--- src/verilog/status_pin_pkg.sv ---
// Shared constants and carrier types for the status pin source selector.
// Assumes a single 125 MHz clock domain and a 32-bit AXI4-Lite register bus.
package status_pin_pkg;

  // Register indices; the byte address on the bus is four times the index.
  localparam logic [7:0] IDX_STATUS_SRC = 8'h1b;
  localparam logic [7:0] IDX_IRQ_STATUS = 8'h40;
  localparam logic [7:0] IDX_IRQ_MASK = 8'h41;
  localparam logic [7:0] IDX_TEST_CTRL = 8'h42;
  localparam int ADDR_W = 12;

  // Field layout of the configuration register.
  localparam int SEL_LSB = 4;
  localparam int SEL_W = 4;
  localparam int POL_BIT = 3;
  localparam logic [3:0] SEL_RESET = 4'h5;
  localparam logic POL_RESET = 1'b1;

  // Test control register fields.
  localparam int TEST_EN_BIT = 0;
  localparam int TEST_LVL_BIT = 1;

  // Interrupt event bits, one per watched indicator rising edge.
  localparam int IRQ_W = 4;
  localparam int IRQ_LOS_PRI = 0;
  localparam int IRQ_LOS_SEC = 1;
  localparam int IRQ_LOL1 = 2;
  localparam int IRQ_LOL2 = 3;

  // Divided clock taps, in the order of the divider bundle.
  localparam int DIV_COUNT = 6;
  localparam int DIV_R1 = 0;
  localparam int DIV_N1 = 1;
  localparam int DIV_R2 = 2;
  localparam int DIV_N2 = 3;
  localparam int DIV_M1 = 4;
  localparam int DIV_M2 = 5;

  // Selector codes.
  localparam logic [3:0] CODE_LOS_PRI = 4'h0;
  localparam logic [3:0] CODE_LOS_SEC = 4'h1;
  localparam logic [3:0] CODE_LOL1 = 4'h2;
  localparam logic [3:0] CODE_R1 = 4'h3;
  localparam logic [3:0] CODE_N1 = 4'h4;
  localparam logic [3:0] CODE_LOL2 = 4'h5;
  localparam logic [3:0] CODE_R2 = 4'h6;
  localparam logic [3:0] CODE_N2 = 4'h7;
  localparam logic [3:0] CODE_CAL1 = 4'h8;
  localparam logic [3:0] CODE_CAL2 = 4'h9;
  localparam logic [3:0] CODE_INT = 4'ha;
  localparam logic [3:0] CODE_M1 = 4'hb;
  localparam logic [3:0] CODE_M2 = 4'hc;
  localparam logic [3:0] CODE_NVM = 4'hd;
  localparam logic [3:0] CODE_SW1 = 4'he;
  localparam logic [3:0] CODE_SW2 = 4'hf;

  localparam logic [1:0] RESP_OKAY = 2'h0;
  localparam logic [1:0] RESP_SLVERR = 2'h2;

  // Level indicators from the rest of the clock generator.
  typedef struct packed {
    logic los_pri;
    logic los_sec;
    logic lol1;
    logic lol2;
    logic cal1;
    logic cal2;
    logic nvm_busy;
    logic sw1;
    logic sw2;
  } indicators_t;

  // Divider output pulses with their bypass flags.
  typedef struct packed {
    logic [DIV_COUNT-1:0] pulse;
    logic [DIV_COUNT-1:0] bypass;
  } dividers_t;

  // Register write request handed from the bus slave to the core.
  typedef struct packed {
    logic en;
    logic [ADDR_W-1:0] addr;
    logic [31:0] data;
    logic [3:0] strb;
  } reg_write_t;

endpackage

--- src/verilog/halving_toggle.sv ---
// Halves the rate of a divider output by toggling on each of its pulses.
// Assumes the pulse input is synchronous to aclk and one cycle wide.
`timescale 1ns/10ps
module halving_toggle
  import status_pin_pkg::*;
(
  input wire logic aclk, // System clock.
  input wire logic aresetn, // Synchronous reset, active low.
  input wire logic pulse, // One pulse per divider period.
  input wire logic bypass, // Divider bypassed, output held low.
  output logic halved // Divider output divided by two.
);

  logic next_halved;

  // A bypassed divider has no meaningful output, so the tap parks low.
  always_comb
  begin
    next_halved = halved;
    if (bypass)
      next_halved = 1'b0;
    else if (pulse)
      next_halved = ~halved;
  end

  // Toggle register.
  always_ff @(posedge aclk)
  begin
    if (!aresetn)
      halved <= 1'b0;
    else
      halved <= next_halved;
  end

endmodule

--- src/verilog/axil_reg_slave.sv ---
// AXI4-Lite slave front end: one write and one read outstanding at most.
// Assumes the core decodes addresses and returns read data combinationally.
`timescale 1ns/10ps
module axil_reg_slave
  import status_pin_pkg::*;
(
  input wire logic aclk, // System clock.
  input wire logic aresetn, // Synchronous reset, active low.
  input wire logic [ADDR_W-1:0] awaddr, // Write address.
  input wire logic awvalid, // Write address valid.
  output logic awready, // Write address ready.
  input wire logic [31:0] wdata, // Write data.
  input wire logic [3:0] wstrb, // Write byte strobes.
  input wire logic wvalid, // Write data valid.
  output logic wready, // Write data ready.
  output logic [1:0] bresp, // Write response.
  output logic bvalid, // Write response valid.
  input wire logic bready, // Write response ready.
  input wire logic [ADDR_W-1:0] araddr, // Read address.
  input wire logic arvalid, // Read address valid.
  output logic arready, // Read address ready.
  output logic [31:0] rdata, // Read data.
  output logic [1:0] rresp, // Read response.
  output logic rvalid, // Read data valid.
  input wire logic rready, // Read data ready.
  output reg_write_t wr, // Write request to the core.
  input wire logic wr_ok, // Write address is mapped.
  output logic [ADDR_W-1:0] rd_addr, // Read address to the core.
  input wire logic [31:0] rd_data, // Read data from the core.
  input wire logic rd_ok // Read address is mapped.
);

  logic aw_held, w_held;
  logic [ADDR_W-1:0] aw_addr;
  logic [31:0] w_data;
  logic [3:0] w_strb;
  logic next_aw_held, next_w_held, next_bvalid, next_rvalid;
  logic [ADDR_W-1:0] next_aw_addr;
  logic [31:0] next_w_data, next_rdata;
  logic [3:0] next_w_strb;
  logic [1:0] next_bresp, next_rresp;

  // Each channel is refused only while its own slot is full or a reply waits.
  assign awready = !aw_held && !bvalid;
  assign wready = !w_held && !bvalid;
  assign arready = !rvalid;
  assign rd_addr = araddr;

  // The write is committed in the first cycle in which both halves are held.
  always_comb
  begin
    wr.en = aw_held && w_held;
    wr.addr = aw_addr;
    wr.data = w_data;
    wr.strb = w_strb;
  end

  // Capture address and data in either order, then answer once.
  always_comb
  begin
    next_aw_held = aw_held;
    next_w_held = w_held;
    next_aw_addr = aw_addr;
    next_w_data = w_data;
    next_w_strb = w_strb;
    next_bvalid = bvalid;
    next_bresp = bresp;
    if (awvalid && awready)
    begin
      next_aw_held = 1'b1;
      next_aw_addr = awaddr;
    end
    if (wvalid && wready)
    begin
      next_w_held = 1'b1;
      next_w_data = wdata;
      next_w_strb = wstrb;
    end
    if (wr.en)
    begin
      next_aw_held = 1'b0;
      next_w_held = 1'b0;
      next_bvalid = 1'b1;
      next_bresp = wr_ok ? RESP_OKAY : RESP_SLVERR;
    end
    else if (bvalid && bready)
      next_bvalid = 1'b0;
  end

  // Reads sample the core in the address cycle and answer one cycle later.
  always_comb
  begin
    next_rvalid = rvalid;
    next_rdata = rdata;
    next_rresp = rresp;
    if (arvalid && arready)
    begin
      next_rvalid = 1'b1;
      next_rdata = rd_ok ? rd_data : 32'h0000_0000;
      next_rresp = rd_ok ? RESP_OKAY : RESP_SLVERR;
    end
    else if (rvalid && rready)
      next_rvalid = 1'b0;
  end

  // Channel state registers.
  always_ff @(posedge aclk)
  begin
    if (!aresetn)
    begin
      aw_held <= 1'b0;
      w_held <= 1'b0;
      aw_addr <= '0;
      w_data <= 32'h0000_0000;
      w_strb <= 4'h0;
      bvalid <= 1'b0;
      bresp <= RESP_OKAY;
      rvalid <= 1'b0;
      rdata <= 32'h0000_0000;
      rresp <= RESP_OKAY;
    end
    else
    begin
      aw_held <= next_aw_held;
      w_held <= next_w_held;
      aw_addr <= next_aw_addr;
      w_data <= next_w_data;
      w_strb <= next_w_strb;
      bvalid <= next_bvalid;
      bresp <= next_bresp;
      rvalid <= next_rvalid;
      rdata <= next_rdata;
      rresp <= next_rresp;
    end
  end

endmodule

--- src/verilog/status_pin_source_select.sv ---
// Status pin source selector: a register picks one internal indicator,
// sets its polarity and drives the first status output; test settings win.
// Assumes indicator and divider inputs are synchronous to aclk.
//
// Added by the designer: the AXI4-Lite slave port.
`timescale 1ns/10ps

// Functional notes
// - Four-bit selector in bits 7:4, resets to 5.
// - Codes 0, 1 route the two input-loss flags.
// - Code 2 PLL1 unlocked, code 5 PLL2 unlocked.
// - Codes 3, 6 give halved R dividers, unbypassed.
// - Codes 4, 7 give halved N dividers.
// - Codes 8, 9 show VCO calibration in progress.
// - Code 10 shows the flag-derived device interrupt.
// - Codes 11, 12 give halved M dividers, unbypassed.
// - Code 13 memory busy; 14, 15 automatic switchback.
// - Bit 3 polarity, reset 1, one means high.
// - Test settings override selector and polarity.
module status_pin_source_select
  import status_pin_pkg::*;
(
  input wire logic aclk, // System clock, 125 MHz.
  input wire logic aresetn, // Synchronous reset, active low.
  input wire logic [ADDR_W-1:0] awaddr, // Write address.
  input wire logic [2:0] awprot, // Write protection, ignored.
  input wire logic awvalid, // Write address valid.
  output logic awready, // Write address ready.
  input wire logic [31:0] wdata, // Write data.
  input wire logic [3:0] wstrb, // Write byte strobes.
  input wire logic wvalid, // Write data valid.
  output logic wready, // Write data ready.
  output logic [1:0] bresp, // Write response.
  output logic bvalid, // Write response valid.
  input wire logic bready, // Write response ready.
  input wire logic [ADDR_W-1:0] araddr, // Read address.
  input wire logic [2:0] arprot, // Read protection, ignored.
  input wire logic arvalid, // Read address valid.
  output logic arready, // Read address ready.
  output logic [31:0] rdata, // Read data.
  output logic [1:0] rresp, // Read response.
  output logic rvalid, // Read data valid.
  input wire logic rready, // Read data ready.
  input wire indicators_t indicators, // Level indicators.
  input wire dividers_t dividers, // Divider pulses and bypass flags.
  output logic first_status_output, // Status pin level.
  output logic device_interrupt // Level interrupt to the host.
);

  reg_write_t wr;
  logic wr_ok, rd_ok;
  logic [ADDR_W-1:0] rd_addr;
  logic [31:0] rd_data;

  logic [SEL_W-1:0] status_source_selector;
  logic status_output_polarity;
  logic [IRQ_W-1:0] irq_status, irq_mask;
  logic test_en, test_lvl;
  logic [SEL_W-1:0] next_selector;
  logic next_polarity;
  logic [IRQ_W-1:0] next_irq_status, next_irq_mask;
  logic next_test_en, next_test_lvl;

  logic [IRQ_W-1:0] watched, watched_prev, rise;
  logic [DIV_COUNT-1:0] halved;
  logic picked, next_status;

  // The protection bits carry nothing this block distinguishes.
  logic unused_prot;
  assign unused_prot = ^{awprot, arprot};

  axil_reg_slave u_bus (
    .aclk(aclk),
    .aresetn(aresetn),
    .awaddr(awaddr),
    .awvalid(awvalid),
    .awready(awready),
    .wdata(wdata),
    .wstrb(wstrb),
    .wvalid(wvalid),
    .wready(wready),
    .bresp(bresp),
    .bvalid(bvalid),
    .bready(bready),
    .araddr(araddr),
    .arvalid(arvalid),
    .arready(arready),
    .rdata(rdata),
    .rresp(rresp),
    .rvalid(rvalid),
    .rready(rready),
    .wr(wr),
    .wr_ok(wr_ok),
    .rd_addr(rd_addr),
    .rd_data(rd_data),
    .rd_ok(rd_ok)
  );

  // One halving stage per divider tap.
  genvar gi;
  generate
    for (gi = 0; gi < DIV_COUNT; gi = gi + 1)
    begin : g_half
      halving_toggle u_half (
        .aclk(aclk),
        .aresetn(aresetn),
        .pulse(dividers.pulse[gi]),
        .bypass(dividers.bypass[gi]),
        .halved(halved[gi])
      );
    end
  endgenerate

  // Address decode; the low two byte-address bits must be zero.
  function automatic logic hit(input logic [ADDR_W-1:0] a,
                               input logic [7:0] idx);
    hit = (a == ADDR_W'({idx, 2'b00}));
  endfunction

  assign wr_ok = hit(wr.addr, IDX_STATUS_SRC) || hit(wr.addr, IDX_IRQ_STATUS)
              || hit(wr.addr, IDX_IRQ_MASK) || hit(wr.addr, IDX_TEST_CTRL);
  assign rd_ok = hit(rd_addr, IDX_STATUS_SRC) || hit(rd_addr, IDX_IRQ_STATUS)
              || hit(rd_addr, IDX_IRQ_MASK) || hit(rd_addr, IDX_TEST_CTRL);

  // Read mux; everything above the defined fields reads as zero.
  always_comb
  begin
    rd_data = 32'h0000_0000;
    if (hit(rd_addr, IDX_STATUS_SRC))
    begin
      rd_data[SEL_LSB +: SEL_W] = status_source_selector;
      rd_data[POL_BIT] = status_output_polarity;
      rd_data[2:0] = 3'h0;
    end
    else if (hit(rd_addr, IDX_IRQ_STATUS))
      rd_data[IRQ_W-1:0] = irq_status;
    else if (hit(rd_addr, IDX_IRQ_MASK))
      rd_data[IRQ_W-1:0] = irq_mask;
    else if (hit(rd_addr, IDX_TEST_CTRL))
    begin
      rd_data[TEST_EN_BIT] = test_en;
      rd_data[TEST_LVL_BIT] = test_lvl;
    end
  end

  // Rising edges of the loss indicators are the interrupt events.
  assign watched = {indicators.lol2, indicators.lol1,
                    indicators.los_sec, indicators.los_pri};
  assign rise = watched & ~watched_prev;

  // Register writes; only byte lane 0 carries defined bits.
  always_comb
  begin
    next_selector = status_source_selector;
    next_polarity = status_output_polarity;
    next_irq_mask = irq_mask;
    next_test_en = test_en;
    next_test_lvl = test_lvl;
    next_irq_status = irq_status;
    if (wr.en && wr.strb[0])
    begin
      if (hit(wr.addr, IDX_STATUS_SRC))
      begin
        next_selector = wr.data[SEL_LSB +: SEL_W];
        next_polarity = wr.data[POL_BIT];
        // Bits 2:0 have no storage, so writes there vanish.
      end
      if (hit(wr.addr, IDX_IRQ_MASK))
        next_irq_mask = wr.data[IRQ_W-1:0];
      if (hit(wr.addr, IDX_TEST_CTRL))
      begin
        next_test_en = wr.data[TEST_EN_BIT];
        next_test_lvl = wr.data[TEST_LVL_BIT];
      end
      if (hit(wr.addr, IDX_IRQ_STATUS))
        next_irq_status = irq_status & ~wr.data[IRQ_W-1:0];
    end
    // A new event wins over a clear in the same cycle.
    next_irq_status = next_irq_status | rise;
  end

  // Configuration and interrupt registers.
  always_ff @(posedge aclk)
  begin
    if (!aresetn)
    begin
      status_source_selector <= SEL_RESET;
      status_output_polarity <= POL_RESET;
      irq_status <= '0;
      irq_mask <= '0;
      test_en <= 1'b0;
      test_lvl <= 1'b0;
      watched_prev <= '0;
    end
    else
    begin
      status_source_selector <= next_selector;
      status_output_polarity <= next_polarity;
      irq_status <= next_irq_status;
      irq_mask <= next_irq_mask;
      test_en <= next_test_en;
      test_lvl <= next_test_lvl;
      watched_prev <= watched;
    end
  end

  // The interrupt level follows the sticky flags through the mask.
  assign device_interrupt = |(irq_status & irq_mask);

  // Source selection; all sixteen codes are legal, so no default is needed.
  always_comb
  begin
    picked = 1'b0;
    unique case (status_source_selector)
      CODE_LOS_PRI: picked = indicators.los_pri;
      CODE_LOS_SEC: picked = indicators.los_sec;
      CODE_LOL1: picked = indicators.lol1;
      CODE_LOL2: picked = indicators.lol2;
      CODE_R1: picked = halved[DIV_R1];
      CODE_R2: picked = halved[DIV_R2];
      CODE_N1: picked = halved[DIV_N1];
      CODE_N2: picked = halved[DIV_N2];
      CODE_CAL1: picked = indicators.cal1;
      CODE_CAL2: picked = indicators.cal2;
      CODE_INT: picked = device_interrupt;
      CODE_M1: picked = halved[DIV_M1];
      CODE_M2: picked = halved[DIV_M2];
      CODE_NVM: picked = indicators.nvm_busy;
      CODE_SW1: picked = indicators.sw1;
      CODE_SW2: picked = indicators.sw2;
    endcase
  end

  // Polarity, then the test override, which bypasses both settings.
  always_comb
  begin
    next_status = status_output_polarity ? picked : ~picked;
    if (test_en)
      next_status = test_lvl;
  end

  // The pin is registered so that mux switching cannot glitch it.
  always_ff @(posedge aclk)
  begin
    if (!aresetn)
      first_status_output <= 1'b0;
    else
      first_status_output <= next_status;
  end

endmodule

--- config.mk ---
export PLATFORM = sky130hd
export DESIGN_NAME = status_pin_source_select
export DESIGN_NICKNAME = d
export VERILOG_FILES = /design/src/verilog/status_pin_pkg.sv /design/src/verilog/halving_toggle.sv /design/src/verilog/axil_reg_slave.sv /design/src/verilog/status_pin_source_select.sv
export SDC_FILE = /design/constraint.sdc
export NUM_CORES = 1
export LEC_CHECK = 0
export BUFFER_PORTS_ARGS = -buffer_cell sky130_fd_sc_hd__buf_2
export CORE_ASPECT_RATIO = 0.7
export CORE_UTILIZATION = 46
export DETAILED_ROUTE_END_ITERATION = 12
export PLACE_DENSITY = 0.9
export SKIP_CTS_REPAIR_TIMING = 1
export SKIP_LAST_GASP = 1
export SYNTH_ARGS = -nofsm -noshare
export SYNTH_HDL_FRONTEND = slang
export SYNTH_SLANG_ARGS = --single-unit
--- constraint.sdc ---
create_clock -name aclk -period 2.55 [get_ports aclk]
set_input_delay 0.51 -clock aclk [delete_from_list [all_inputs] [get_ports aclk]]
set_output_delay 0.51 -clock aclk [all_outputs]
set_load 0.02 [all_outputs]
==> flow_summary.yaml <==
drt:
  met3_length_um: 407
  drt_iter0_markers: 150
  wl_met1_um: 2850
  route.detailed.drc: 0
  highest_layer: "met4"
  viasPerCell: 5.04
  wire_per_inst_um: 12.4
  met2_length_um: 2670
  drt_first_pass_iters: 4
  final_antenna_net_count: 0
  wl_um: 5980
  via_count: 2431
setup_path:
  crit_fanout: 4
  critPathCaptureType: "flop"
  worst_setup_path_start_kind: "flop"
  rr_startpoint: "u_bus.aw_addr[10]"
  worstSetupStartpoint: "u_bus.aw_addr[10]"
  crit_type: "reg -> reg"
  critPathRequiredTime_ps: 2780
  critPathArrivalTime_ps: 2360
yosys:
  synthArstFlopShare: 0
  synth-edff-count: 0
  netlist_area_um2: 2900
  synth_top_cell_area_share: 0.421
  ys_types: 42
  syn-mean-instance-area_um2: 8.87
  yosysTopAreaCell: "dfxtp_1"
  synth_area_leaders: "dfxtp_1, nand2_1, buf_4"
  yosysWarnings: 0
  syn_inst: 327
  synth_flop_cell: "dfxtp_1"
  yosys_register_bits: 61
  synth_seq_area_share: 0.421
timing:
  setup-violations-final: 0
  hold_viol_final: 0
  min_period_ps: 2130
  skew_ps: 10.6
  drv_slew: 0
  rsz0062_at_grt: "false"
  tns_ps: 0
  min_period_over_period: 0.837
  max_freq_ghz: 0.469
clock_network:
  clk_pin_slew_ps: 70
  cts_buffers: 9
  cts_tree: "built"
  h-tree-depth: 3
  clk_latency_ps: 340
  clockBufferDepth: 2
  clock_sinks: 61
  clockRootBuffer: "clkbuf_8"
pwr:
  power_frac_seq: 0.480
  pwr-share-clk: 0.406
  internal-power_uw: 1580
  p_switching_uw: 565
  power_frac_comb: 0.114
  p_leak_uw: 0.00150
  peakVddDrop_mv: 0.330
  p_per_area_nw_per_um2: 622
  power.share.switching: 0.263
cells_and_area:
  final_common_cell: "buf_2"
  layout_common_cells: "buf_2, dfxtp_1, nand2_1, conb_1, a21boi_0"
  areaGrowthSynthToFinish_pct: 18.9
  antenna_cells: 0
  drive_above_1_share: 0.251
  nets: 496
  fin_util: 0.584
flow_run:
  max_cap_viol_count: 0
run_status:
  status: "completed"
place:
  io_buffers: 77
  place_congestion: 0.813
  dp_hpwl_um: 4500
floorplan:
  die_h_um: 68.4
  die_w_um: 96.9
  core_um2: 5900
  start_util: 0.491
  die_area_um2: 6630
  rows: 23
  io_pins: 137
grt:
  grt_pass1_wl_um: 9830
  grt_max_degree: 55
  antenna_found_initial: 0
  grt_pass1_vias: 2195
  grt_overflow: 0
  grt_usage: 0.190
min_path:
  hold_path_class: "in -> reg"
  min-delay-start: "dividers[3]"
-- state kept, by name, indices dropped and copies added, names as in the netlist, 4 cells and up --
register and cells:
g_half.u_half.halved 6, irq_mask 4, irq_status 4, status_source_selector 4, u_bus.aw_addr 12, u_bus.rdata 8
u_bus.w_data 8, watched_prev 4
-- metrics by stage --
step,instances,hold slack (ps),worst slack [ps],total power [uW],instance area (um^2)
global route,482,305,374,2250,3450
CTS,482,302,413,2160,3450
floorplan,352,439,477,1240,2990
global placement,466,446,276,1280,3240
detailed placement,466,447,258,1290,3240
finish,482,317,416,2140,3450
-- layout make-up --
cell class | count | area, um^2
flip-flops and latches | 61 | 1220
fillers | 533 | 2450
clock buffers | 10 | 138
well taps | 75 | 93.8
clock inverters | 6 | 70.1
multi-input cells | 244 | 1500
repair buffers | 79 | 400
inverters | 7 | 26.3
-- routing by layer --
metal,global-route usage,vias to the layer above
li1,-,1220
met1,0.234,1118
met2,0.320,86
met3,0.0715,7
met4,0.0485,0
met5,0,-
-- cell usage after synthesis (2+ instances only) --
cell type,instances
and3_1,3
nand2_1,58
nor3_1,3
clkbuf_1,13
nor2_1,5
o21ai_0,10
nor2b_1,24
dfxtp_1,61
a21oi_1,6
nor4_1,4
o2111ai_1,2
nand2b_1,7
buf_4,26
or4_1,2
nand3_1,3
mux2i_1,18
xnor2_1,7
inv_1,7
a22oi_1,8
nor3b_1,7
a21boi_0,25
and2_1,7
o211a_1,2
-- worst max-delay path, cell delays in order (launching register included) --
cell     delay, ps
dfxtp_1        310
or4_4          530
or3b_4         420
nor4b_4        420
mux2i_1        250
nor2b_1         80
-- power groups by stage --
stage	combinational, uW	sequential, uW	clock [uW]
2_1_floorplan	190	1050	0
3_3_place_gp	237	1050	0
3_5_place_dp	245	1050	0
4_1_cts	246	1030	887
5_1_grt	275	1030	939
6_report	245	1030	870
-- worst paths after layout --
path / end / slack [ps] / cells after the start
worst max-delay path: irq_mask[0] / 420 / 5
worst min-delay path: g_half[3].u_half.halved / 320 / 2
worst max register to register: irq_mask[0] / 420 / 5
worst min register to register: u_bus.rdata[0] / 450 / 2
-- logic make-up (layout without fill, tap and decap cells) --
logic type | Yosys count | after routing | share of synthesized area
AO/OA/AOI/OAI | 58 | 58 | 0.140
multiplexers | 19 | 19 | 0.0699
other | 1 | 26 | 0.00129
XOR/XNOR | 7 | 7 | 0.0211
flip-flops | 61 | 61 | 0.421
buffers and inverters | 47 | 102 | 0.0945
AND/OR/NAND/NOR | 134 | 134 | 0.252
Power figures use the tool's default switching activity.
